`src/fwsr_pkg.sv`:
```
/*
 Constants, types and command steps for the flash write-status host controller.
 Assumes a 250 MHz pclk and an 8-bit flash data bus.
*/
package fwsr_pkg;
   // Clock period in picoseconds.
   localparam int CLK_PS   = 4000;
   // Flash bus timing in nanoseconds, with derived cycle counts rounded up.
   localparam int T_RD_NS  = 70;
   localparam int T_WR_NS  = 45;
   localparam int T_GAP_NS = 30;
   localparam int RD_CYC   = (T_RD_NS * 1000 + CLK_PS - 1) / CLK_PS;
   localparam int WR_CYC   = (T_WR_NS * 1000 + CLK_PS - 1) / CLK_PS;
   localparam int GAP_CYC  = (T_GAP_NS * 1000 + CLK_PS - 1) / CLK_PS;
   localparam int SYNC_CYC = 2;
   // Register byte offsets.
   localparam logic [7:0] OFS_CTRL   = 8'h00;
   localparam logic [7:0] OFS_ADDR   = 8'h04;
   localparam logic [7:0] OFS_WDATA  = 8'h08;
   localparam logic [7:0] OFS_STATUS = 8'h0c;
   localparam logic [7:0] OFS_IRQ_ST = 8'h10;
   localparam logic [7:0] OFS_IRQ_CL = 8'h14;
   localparam logic [7:0] OFS_IRQ_EN = 8'h18;
   // Status byte bit positions on the flash data bus.
   localparam int BIT_POLL = 7;
   localparam int BIT_TOG1 = 6;
   localparam int BIT_TLIM = 5;
   localparam int BIT_WIN  = 3;
   localparam int BIT_TOG2 = 2;
   // Interrupt bit positions and width.
   localparam int IRQ_DONE = 0;
   localparam int IRQ_FAIL = 1;
   localparam int IRQ_REJ  = 2;
   localparam int IRQ_W    = 3;
   // Fixed command addresses and data bytes.
   localparam logic [11:0] UNL_A1 = 12'h555;
   localparam logic [11:0] UNL_A2 = 12'h2aa;
   localparam logic [7:0]  D_UNL1 = 8'haa;
   localparam logic [7:0]  D_UNL2 = 8'h55;
   localparam logic [7:0]  D_PROG = 8'ha0;
   localparam logic [7:0]  D_ERS  = 8'h80;
   localparam logic [7:0]  D_SECT = 8'h30;
   localparam logic [7:0]  D_CHIP = 8'h10;
   localparam logic [7:0]  D_RST  = 8'hf0;
   // Commands written to the control register.
   typedef enum logic [2:0] {
      C_NONE   = 3'h0,
      C_PROG   = 3'h1,
      C_SERASE = 3'h2,
      C_ADD    = 3'h3,
      C_CHIP   = 3'h4,
      C_RESET  = 3'h5,
      C_POLL   = 3'h6
   } fwsr_cmd_e;
   // One write step of a command sequence.
   typedef struct packed {
      logic        last;
      logic        use_user;
      logic [11:0] addr;
      logic [7:0]  data;
   } fwsr_step_s;
   // Returns step idx of the write sequence for a command.
   function automatic fwsr_step_s seq_step(input fwsr_cmd_e cmd, input logic [2:0] idx);
      fwsr_step_s s;
      s = '{last: 1'b1, use_user: 1'b1, addr: UNL_A1, data: D_RST};
      unique case (idx)
         3'h0:    s = '{1'b0, 1'b0, UNL_A1, D_UNL1};
         3'h1:    s = '{1'b0, 1'b0, UNL_A2, D_UNL2};
         3'h2:    s = '{cmd == C_PROG ? 1'b0 : 1'b0, 1'b0, UNL_A1,
                        cmd == C_PROG ? D_PROG : D_ERS};
         3'h3:    s = (cmd == C_PROG) ? '{1'b1, 1'b1, UNL_A1, D_RST}
                                      : '{1'b0, 1'b0, UNL_A1, D_UNL1};
         3'h4:    s = '{1'b0, 1'b0, UNL_A2, D_UNL2};
         default: s = (cmd == C_CHIP) ? '{1'b1, 1'b0, UNL_A1, D_CHIP}
                                      : '{1'b1, 1'b1, UNL_A1, D_SECT};
      endcase
      if (cmd == C_ADD)
      begin
         s = '{1'b1, 1'b1, UNL_A1, D_SECT};
      end
      else if (cmd == C_RESET)
      begin
         s = '{1'b1, 1'b1, UNL_A1, D_RST};
      end
      return s;
   endfunction : seq_step
endpackage : fwsr_pkg

```
`src/fwsr_bus_if.sv`:
```
/*
 Carrier between the sequencer and the flash bus cycle engine.
 Assumes both ends run on pclk; req is held until the done pulse.
*/
`timescale 1ns/1ps
interface fwsr_bus_if #(parameter int AW = 20);
   logic          req;    // Cycle wanted; held until done.
   logic          wr;     // High for a write cycle.
   logic [AW-1:0] addr;   // Flash address.
   logic [7:0]    wdata;  // Write byte.
   logic          done;   // One-cycle end of cycle.
   logic [7:0]    rdata;  // Byte read, valid with done.
   modport ctrl   (output req, wr, addr, wdata, input done, rdata);
   modport engine (input req, wr, addr, wdata, output done, rdata);
endinterface : fwsr_bus_if

```
`src/fwsr_ctrl.sv`:
```
/*
 Host controller for a parallel NOR flash: issues program and erase command
 sequences, polls the write status byte and recovers from failures.
 Assumes an APB master on pclk and the flash pins wired to the engine ports.
*/
// Local design decisions: the placing of the registers and the APB interface to the registers.
`timescale 1ns/1ps
module fwsr_ctrl
   import fwsr_pkg::*;
#(
   parameter int AW = 20
)
(
   // Clock and reset.
   input  wire logic          pclk,
   input  wire logic          presetn,
   // APB slave.
   input  wire logic          psel,
   input  wire logic          penable,
   input  wire logic          pwrite,
   input  wire logic [7:0]    paddr,
   input  wire logic [31:0]   pwdata,
   output logic [31:0]        prdata,
   output logic               pready,
   output logic               pslverr,
   // Flash pins.
   output logic [AW-1:0]      flash_addr,
   output logic [7:0]         dq_out,
   input  wire logic [7:0]    dq_in,
   output logic               dq_oe_n,
   output logic               ce_n,
   output logic               oe_n,
   output logic               we_n,
   input  wire logic          ready_busy_output,
   // Interrupt.
   output logic               irq
);
   // Address must hold the fixed command addresses.
   if (AW < 12 || AW > 32)
   begin : g_aw_check
      $error("fwsr_ctrl: AW must be 12 to 32");
   end
   // Sequencer states.
   typedef enum logic [2:0] {
      S_IDLE = 3'b000,
      S_SEQ  = 3'b001,
      S_RD_A = 3'b010,
      S_RD_B = 3'b011,
      S_WIN  = 3'b100,
      S_PRE  = 3'b101,
      S_POST = 3'b110,
      S_RST  = 3'b111
   } fwsr_st_e;
   fwsr_bus_if #(.AW(AW)) fb ();
   fwsr_st_e         st;          // Sequencer state.
   fwsr_cmd_e        cmd;         // Command in progress.
   logic [2:0]       idx;         // Step within the write sequence.
   logic [AW-1:0]    user_addr;   // Target address from software.
   logic [7:0]       user_data;   // Program byte from software.
   logic [7:0]       first_rd;    // First of a pair of status reads.
   logic [7:0]       last_rd;     // Most recent status byte.
   logic             recheck;     // Flag was seen; one more pair decides.
   logic             accepted;    // Erase sequence was seen toggling or with the polling bit low.
   logic             window;      // Last erase window bit read.
   logic [IRQ_W-1:0] irq_st;      // Sticky events.
   logic [IRQ_W-1:0] irq_en;      // Event enables.
   logic [IRQ_W-1:0] ev;          // Events this cycle.
   logic             rb_s1;       // Ready/busy synchroniser stage one.
   logic             rb_s2;       // Ready/busy synchroniser stage two.
   // Bus decode.
   wire        setup   = psel & ~penable;
   wire        wr_en   = psel & penable & pwrite & pready;
   wire        hit     = (paddr == OFS_CTRL) | (paddr == OFS_ADDR) | (paddr == OFS_WDATA)
                       | (paddr == OFS_STATUS) | (paddr == OFS_IRQ_ST)
                       | (paddr == OFS_IRQ_CL) | (paddr == OFS_IRQ_EN);
   wire        start   = wr_en & (paddr == OFS_CTRL) & (st == S_IDLE)
                       & (pwdata[2:0] != 3'h0) & (pwdata[2:0] != 3'h7);
   wire [31:0] status  = {16'h0, rb_s2, accepted, window, recheck, st, cmd == C_NONE,
                          last_rd};
   wire [31:0] rd_mux  = (paddr == OFS_CTRL)   ? {29'h0, cmd} :
                         (paddr == OFS_ADDR)   ? 32'(user_addr) :
                         (paddr == OFS_WDATA)  ? {24'h0, user_data} :
                         (paddr == OFS_STATUS) ? status :
                         (paddr == OFS_IRQ_ST) ? {29'h0, irq_st} :
                         (paddr == OFS_IRQ_EN) ? {29'h0, irq_en} : 32'h0;
   // Flash request decode.
   wire fwsr_step_s step   = seq_step(cmd, idx);
   wire        tog_seen = first_rd[BIT_TOG1] ^ fb.rdata[BIT_TOG1];
   assign fb.req   = (st != S_IDLE);
   assign fb.wr    = (st == S_SEQ) | (st == S_RST);
   assign fb.addr  = (st == S_SEQ && !step.use_user) ? AW'(step.addr) : user_addr;
   assign fb.wdata = (st == S_RST) ? D_RST :
                     (cmd == C_PROG && step.last) ? user_data : step.data;
   fwsr_bus_engine #(.AW(AW)) u_engine (
      .pclk       (pclk),
      .presetn    (presetn),
      .fb         (fb),
      .flash_addr (flash_addr),
      .dq_out     (dq_out),
      .dq_in      (dq_in),
      .dq_oe_n    (dq_oe_n),
      .ce_n       (ce_n),
      .oe_n       (oe_n),
      .we_n       (we_n)
   );
   // APB answer: data and ready are set up in the setup cycle.
   always_ff @(posedge pclk or negedge presetn)
   begin
      if (!presetn)
      begin
         pready  <= 1'b0;
         pslverr <= 1'b0;
         prdata  <= 32'h0;
      end
      else
      begin
         pready  <= setup;
         pslverr <= setup & ~hit;
         prdata  <= setup ? rd_mux : 32'h0;
      end
   end
   // Software registers, ready/busy synchroniser and interrupt.
   always_ff @(posedge pclk or negedge presetn)
   begin
      if (!presetn)
      begin
         user_addr <= '0;
         user_data <= 8'h00;
         irq_en    <= '0;
         irq_st    <= '0;
         irq       <= 1'b0;
         rb_s1     <= 1'b1;
         rb_s2     <= 1'b1;
      end
      else
      begin
         rb_s1 <= ready_busy_output;
         rb_s2 <= rb_s1;
         if (wr_en && paddr == OFS_ADDR)
         begin
            user_addr <= pwdata[AW-1:0];
         end
         if (wr_en && paddr == OFS_WDATA)
         begin
            user_data <= pwdata[7:0];
         end
         if (wr_en && paddr == OFS_IRQ_EN)
         begin
            irq_en <= pwdata[IRQ_W-1:0];
         end
         // A new event wins over a clear in the same cycle.
         irq_st <= (irq_st & ~((wr_en && paddr == OFS_IRQ_CL) ? pwdata[IRQ_W-1:0] : '0)) | ev;
         irq    <= |(irq_st & irq_en);
      end
   end
   // Sequencer: command writes, status polling and recovery.
   always_ff @(posedge pclk or negedge presetn)
   begin
      if (!presetn)
      begin
         st       <= S_IDLE;
         cmd      <= C_NONE;
         idx      <= 3'h0;
         first_rd <= 8'h00;
         last_rd  <= 8'h00;
         recheck  <= 1'b0;
         accepted <= 1'b0;
         window   <= 1'b0;
         ev       <= '0;
      end
      else
      begin
         ev <= '0;
         if (start)
         begin
            cmd     <= fwsr_cmd_e'(pwdata[2:0]);
            idx     <= 3'h0;
            recheck <= 1'b0;
            // Adding a sector first checks the window is still open.
            st <= (pwdata[2:0] == C_ADD)  ? S_PRE :
                  (pwdata[2:0] == C_POLL) ? S_RD_A : S_SEQ;
            if (pwdata[2:0] == C_SERASE)
            begin
               accepted <= 1'b0;
            end
         end
         else if (fb.done)
         begin
            if (!fb.wr)
            begin
               last_rd <= fb.rdata;
            end
            unique case (st)
               S_SEQ:
               begin
                  idx <= idx + 3'h1;
                  if (step.last)
                  begin
                     // Chip erase is polled to the end; no window applies.
                     st <= (cmd == C_RESET) ? S_IDLE :
                           (cmd == C_ADD)   ? S_POST : S_RD_A;
                     ev[IRQ_DONE] <= (cmd == C_RESET);
                  end
               end
               S_RD_A:
               begin
                  first_rd <= fb.rdata;
                  st       <= S_RD_B;
               end
               S_RD_B:
               begin
                  if (cmd == C_SERASE && !accepted)
                  begin
                     // Acceptance by toggle or polling bit, then read the window.
                     accepted <= tog_seen | ~fb.rdata[BIT_POLL];
                     st       <= S_WIN;
                  end
                  else if (!tog_seen)
                  begin
                     st           <= S_IDLE;
                     ev[IRQ_DONE] <= 1'b1;
                  end
                  else if (recheck)
                  begin
                     // Still toggling after the flag: failed, send reset.
                     st           <= S_RST;
                     ev[IRQ_FAIL] <= 1'b1;
                  end
                  else
                  begin
                     recheck <= fb.rdata[BIT_TLIM];
                     st      <= S_RD_A;
                  end
               end
               S_WIN:
               begin
                  window       <= fb.rdata[BIT_WIN];
                  st           <= S_IDLE;
                  ev[IRQ_DONE] <= 1'b1;
               end
               S_PRE:
               begin
                  window <= fb.rdata[BIT_WIN];
                  // A closed window would ignore the add.
                  if (fb.rdata[BIT_WIN])
                  begin
                     st          <= S_IDLE;
                     ev[IRQ_REJ] <= 1'b1;
                  end
                  else
                  begin
                     st <= S_SEQ;
                  end
               end
               S_POST:
               begin
                  window       <= fb.rdata[BIT_WIN];
                  st           <= S_IDLE;
                  ev[IRQ_DONE] <= 1'b1;
                  ev[IRQ_REJ]  <= fb.rdata[BIT_WIN];
               end
               default:
               begin
                  st           <= S_IDLE;
                  ev[IRQ_DONE] <= 1'b1;
               end
            endcase
         end
      end
   end
   // A failure is followed by the reset command write within 40 clocks of entering S_RST.
   a_fail_then_reset: assert property (@(posedge pclk) disable iff (!presetn)
      (st == S_RD_B && fb.done && tog_seen && recheck && cmd != C_SERASE)
      |=> (st == S_RST) ##[1:40] (fb.done && fb.wr && fb.wdata == D_RST))
      else $error("reset command not issued after failure");
   a_status_addr: assert property (@(posedge pclk) disable iff (!presetn)
      (fb.req && !fb.wr && !ce_n && !oe_n) |-> (flash_addr == user_addr))
      else $error("status read at wrong address");
   a_fail_recheck: assert property (@(posedge pclk) disable iff (!presetn)
      $rose(ev[IRQ_FAIL]) |-> $past(recheck) && $past(st) == S_RD_B)
      else $error("failure declared without recheck");
   a_window_after: assert property (@(posedge pclk) disable iff (!presetn)
      (st == S_WIN) |-> (cmd == C_SERASE) && $past(st == S_RD_B || st == S_WIN))
      else $error("window read before acceptance check");
   a_add_prechk: assert property (@(posedge pclk) disable iff (!presetn)
      (start && pwdata[2:0] == C_ADD) |=> (st == S_PRE) ##1 (fb.req && !fb.wr))
      else $error("added sector not preceded by window read");
   a_rej_source: assert property (@(posedge pclk) disable iff (!presetn)
      ev[IRQ_REJ] |-> cmd == C_ADD && window && $past(fb.done))
      else $error("reject raised without closed window");
endmodule : fwsr_ctrl

```
`src/fwsr_bus_engine.sv`:
```
/*
 Flash bus cycle engine: runs one timed read or write cycle on the flash pins.
 Assumes dq_in comes from the pin, unsynchronised; every pin output is a flop.
*/
`timescale 1ns/1ps
module fwsr_bus_engine
   import fwsr_pkg::*;
#(
   parameter int AW = 20
)
(
   // Clock and reset.
   input  wire logic          pclk,
   input  wire logic          presetn,
   // Sequencer side.
   fwsr_bus_if.engine         fb,
   // Flash pins.
   output logic [AW-1:0]      flash_addr,
   output logic [7:0]         dq_out,
   input  wire logic [7:0]    dq_in,
   output logic               dq_oe_n,
   output logic               ce_n,
   output logic               oe_n,
   output logic               we_n
);
   // Engine states.
   typedef enum logic [1:0] {E_IDLE = 2'b00, E_ACT = 2'b01, E_GAP = 2'b10} fwsr_eng_e;
   fwsr_eng_e  st;       // Current engine state.
   logic [5:0] cnt;      // Cycles left in the current phase.
   logic [7:0] dq_s1;    // First synchroniser stage.
   logic [7:0] dq_s2;    // Second synchroniser stage.
   logic       wr_q;     // Latched direction.
   // Read strobe covers access time plus the synchroniser delay.
   localparam logic [5:0] RD_LOAD  = 6'(RD_CYC + SYNC_CYC - 1);
   localparam logic [5:0] WR_LOAD  = 6'(WR_CYC - 1);
   localparam logic [5:0] GAP_LOAD = 6'(GAP_CYC - 1);
   wire last_cnt = (cnt == 6'h00);
   // Two-flop synchroniser for the data pins.
   always_ff @(posedge pclk or negedge presetn)
   begin
      if (!presetn)
      begin
         dq_s1 <= 8'h00;
         dq_s2 <= 8'h00;
      end
      else
      begin
         dq_s1 <= dq_in;
         dq_s2 <= dq_s1;
      end
   end
   // Cycle sequencing: strobe phase, then recovery gap, then done.
   always_ff @(posedge pclk or negedge presetn)
   begin
      if (!presetn)
      begin
         st         <= E_IDLE;
         cnt        <= 6'h00;
         wr_q       <= 1'b0;
         flash_addr <= '0;
         dq_out     <= 8'h00;
         dq_oe_n    <= 1'b1;
         ce_n       <= 1'b1;
         oe_n       <= 1'b1;
         we_n       <= 1'b1;
         fb.done    <= 1'b0;
         fb.rdata   <= 8'h00;
      end
      else
      begin
         fb.done <= 1'b0;
         unique case (st)
            E_IDLE:
            begin
               // Latch the request and open the strobe. While done stands, the
               // request still belongs to the step just finished, so wait a cycle.
               if (fb.req && !fb.done)
               begin
                  st         <= E_ACT;
                  wr_q       <= fb.wr;
                  flash_addr <= fb.addr;
                  dq_out     <= fb.wdata;
                  dq_oe_n    <= ~fb.wr;
                  ce_n       <= 1'b0;
                  oe_n       <= fb.wr;
                  we_n       <= ~fb.wr;
                  cnt        <= fb.wr ? WR_LOAD : RD_LOAD;
               end
            end
            E_ACT:
            begin
               // Close strobes; data stays driven through the gap for hold.
               if (last_cnt)
               begin
                  st   <= E_GAP;
                  cnt  <= GAP_LOAD;
                  ce_n <= 1'b1;
                  oe_n <= 1'b1;
                  we_n <= 1'b1;
                  if (!wr_q)
                  begin
                     fb.rdata <= dq_s2;
                  end
               end
               else
               begin
                  cnt <= cnt - 6'h01;
               end
            end
            default:
            begin
               // End of recovery: release the bus and report.
               if (last_cnt)
               begin
                  st      <= E_IDLE;
                  dq_oe_n <= 1'b1;
                  fb.done <= 1'b1;
               end
               else
               begin
                  cnt <= cnt - 6'h01;
               end
            end
         endcase
      end
   end
endmodule : fwsr_bus_engine

```
`config.mk`:
```
export PLATFORM = sky130hd
export DESIGN_NAME = fwsr_ctrl
export DESIGN_NICKNAME = d
export VERILOG_FILES = /design/src/fwsr_pkg.sv /design/src/fwsr_bus_if.sv /design/src/fwsr_ctrl.sv /design/src/fwsr_bus_engine.sv
export SDC_FILE = /design/constraint.sdc
export NUM_CORES = 1
export LEC_CHECK = 0
export ABC_AREA = 1
export BUFFER_PORTS_ARGS = -buffer_cell sky130_fd_sc_hd__buf_2
export CORE_UTILIZATION = 40
export CTS_CLUSTER_DIAMETER = 30
export DETAILED_ROUTE_END_ITERATION = 10
export GPL_TIMING_DRIVEN = 0
export PLACE_DENSITY_LB_ADDON = 0.05
export SLEW_MARGIN = 20
export SYNTH_ARGS = -nofsm -noshare
export SYNTH_HDL_FRONTEND = slang
export SYNTH_SLANG_ARGS = --single-unit
```
`constraint.sdc`:
```
create_clock -name pclk -period 2 [get_ports pclk]
set_input_delay 0.4 -clock pclk [delete_from_list [all_inputs] [get_ports pclk]]
set_output_delay 0.4 -clock pclk [all_outputs]
set_load 0.005 [all_outputs]
```
==> impl_metrics.json <==
{
  "first_pass_iters": 5,
  "via_per_inst": 4.86,
  "grt_max_degree": 95,
  "dieArea_um2": 17500,
  "hold_class": "in -> reg",
  "fmax_mhz": 527,
  "grt_pass1_vias": 5400,
  "clock_sinks": 149,
  "syn_inst": 786,
  "hold-worst-slack_ps": 71.6,
  "grt_usage": 0.204,
  "drive_gt1_frac": 0.240,
  "fin_util": 0.502,
  "dp_slack_ps": -16.7,
  "nets": 978,
  "wl_per_cell_um": 14.8,
  "place_hpwl_mm": 12.7,
  "drtAntennaViolNets": 0,
  "ys_seq_area_frac": 0.550,
  "port_buffers": 95,
  "p_leak_nw": 4.61,
  "grt_first_pass_wirelength_mm": 27.7,
  "ys_warn_count": 0,
  "synth_top_area_frac": 0.527,
  "crit_buf_inv": 3,
  "slew_viol_final": 0,
  "path_clk_slew_ps": 60,
  "crit_slowest_cell": "dfrtp_1",
  "crit_path_end_kind": "flip-flop",
  "routed_wl_mm": 17.0,
  "timing.final.hold_violations": 0,
  "fin_crit_sh": 0.949,
  "slowest_delay_ps": 400,
  "place_inst": 1113,
  "worst_pin_slew_ps": 577,
  "startpoint_type": "flip-flop",
  "synth_largest_area_cell": "dfrtp_1",
  "finalSetupViolCount": 0,
  "synth.area.top_cells": "dfrtp_1 53%, nand2_1 14%, nand3_1 5.8%",
  "critical_path.top_delay_family": "simple AND/OR/NAND/NOR gates",
  "cts_tree": "built",
  "fin_crit_ps": 1900,
  "cts_htree_levels": 4,
  "cts.path.max_buffers": 2,
  "ios": 121,
  "drc": 0,
  "gp_congestion": 0.869,
  "skew_ps": 8.45,
  "cp_max_fo": 5,
  "slew_headroom": 0.614,
  "core_um2": 16600,
  "syn_area_per_cell_um2": 8.64,
  "numCtsBuffers": 17,
  "insertion_delay_ps": 420,
  "ys_ff_latch": 149,
  "setup_slack_ps": 101,
  "die_h_um": 132,
  "path_class": "reg -> reg",
  "drv_cap": 0,
  "grt_antenna_before_repair": 0,
  "drtIter0Drc": 339,
  "p_total_mw": 6.57,
  "crit_top_cell": "nand2_1",
  "status": "complete, no violations",
  "required_ps": 2350,
  "instances_no_fill": 1151,
  "synthesis.area_um2": 6790,
  "vias": 5595,
  "rows": 47,
  "cp.arrival_ps": 2250,
  "overflow": 0,
  "syn_to_final_growth_pct": 22.7,
  "crit_chain": "ha_2 > ha_1 > inv_2 > nand2_2 > nor2_4 > nand2_4 > nor2_4 > inv_2 > nand2_4 > buf_6 > nand2_1 > nand2_1 > nand2_1 > nand2_1",
  "ir_drop_v": 0.000573,
  "die_w_um": 132,
  "antenna_cells": 0,
  "initial_core_util": 0.409,
  "synth_cell_types": 43,
  "power_per_cell_area_nw_per_um2": 789,
  "clockRootBuffer": "clkbuf_16"
}
-- through the flow --
step,setup TNS (ps),instance area [µm²]
5_1_grt,-177,8330
6_report,0,8330
3_3_place_gp,-236450,7580
4_1_cts,0,8240
3_5_place_dp,-30.5,7620
2_1_floorplan,0,6830
-- cell families after synthesis --
family	count (synthesis)	share of synthesized area
fa+ha+maj	6	0.0111
mux	6	0.00995
compound gates	87	0.0691
other cells	1	0.000552
flops	149	0.550
buf+inv	108	0.0756
simple gates	426	0.280
xor+xnor	3	0.00387
-- metal layers --
metal,GRT usage,part of all wire,up-vias
met3,0.0334,0.043,22
met2,0.335,0.49,152
met4,0.0734,0.018,0
met1,0.274,0.45,2658
li1,-,-,2763
met5,0,0,-
-- layout make-up --
| class | count | area, µm² |
|---|---|---|
| clock inverters | 13 | 181 |
| multi-input cells | 540 | 2630 |
| fillers | 1603 | 8250 |
| plain buffers | 31 | 221 |
| inverters | 77 | 292 |
| flip-flops and latches | 149 | 3740 |
| clock buffers | 19 | 433 |
| well taps | 220 | 275 |
| repair buffers | 102 | 562 |
-- cells in the final DEF (no fill, tap or decap), types with 6 or more instances in the layout --
master	synthesis	layout
a21oi_1	22	22
buf_2	9	104
buf_4	13	16
buf_6	6	7
clkbuf_16	0	17
conb_1	1	12
dfrtp_1	143	143
dfstp_2	6	6
inv_1	65	64
inv_2	11	12
mux2_2	6	6
nand2_1	252	249
nand2_2	9	9
nand2_4	4	7
nand3_1	78	76
nor2_1	47	46
nor3_1	7	7
o21ai_0	35	35
o21ai_1	17	16
-- worst register-to-register path, stage by stage (launching register included) --
cell     delay [ps]
dfrtp_1         400
ha_2            190
ha_1            180
inv_2            70
nand2_2          80
nor2_4          150
nand2_4          90
nor2_4          120
inv_2            70
nand2_4         110
buf_6           120
nand2_1          50
nand2_1          70
nand2_1          70
nand2_1          60
-- final timing paths --
path | from | to | slack, ps | cells past startpoint
worst max-delay path | idx[0] | u_engine.flash_addr[1] | 100 | 14
worst min-delay path | ready_busy_output | rb_s1 | 70 | 1
worst max register to register | idx[0] | u_engine.flash_addr[1] | 100 | 14
worst min register to register | u_engine.dq_s1[5] | u_engine.dq_s2[5] | 350 | 0
max in group asynchronous | presetn | u_engine.ce_n | 690 | 3
min in group asynchronous | presetn | pslverr | 480 | 2
-- report_power, final --
| group | switching (mW) | internal (mW) | total [mW] |
|---|---|---|---|
| Combinational | 0.133 | 0.0668 | 0.200 |
| Clock | 1.24 | 2.08 | 3.33 |
| Sequential | 0.00787 | 3.04 | 3.05 |
-- registers in the layout, summed over array words and instances, names as in the netlist, 2 cells and up --
name                 flops
irq_en                   3
ev                       3
user_addr               20
cmd                      3
last_rd                  8
idx                      3
u_engine.dq_s1           8
u_engine.fb.rdata        8
irq_st                   3
u_engine.st              2
u_engine.dq_s2           8
u_engine.cnt             6
u_engine.dq_out          8
user_data                8
st                       3
u_engine.flash_addr     20
prdata                  20
-- cells in the mapped netlist --
master	instances
nand3_1	78
nor2_2	4
o21bai_1	1
a21oi_1	22
o211ai_1	4
a311oi_1	1
a21boi_1	1
buf_4	13
ha_1	6
nand2_1	252
inv_2	11
inv_1	65
conb_1	1
nor3_1	7
or2_1	1
nand4_1	4
xnor2_1	1
nand2_8	1
nand2_2	9
mux2_2	6
dfrtp_1	143
a21o_1	3
a31oi_1	1
nand3_2	1
o21ai_0	35
buf_2	9
o21ai_1	17
nor4_1	4
nand3b_1	2
or2_0	1
nor2_1	47
nand2_4	4
inv_4	1
a22oi_1	1
buf_6	6
xor2_1	2
or2_2	4
a21oi_2	1
clkbuf_1	3
nor2_4	2
nor3_4	3
nor3_2	2
dfstp_2	6
-- timing repair --
item | CTS | global route
endpoints found under the hold margin | 52 | 0
gates resized for setup | 0 | 16
hold buffers | 1 | 0
setup endpoints to repair | 0 | 27
buffers inserted | 0 | 3
Power figures use the tool's default switching activity.
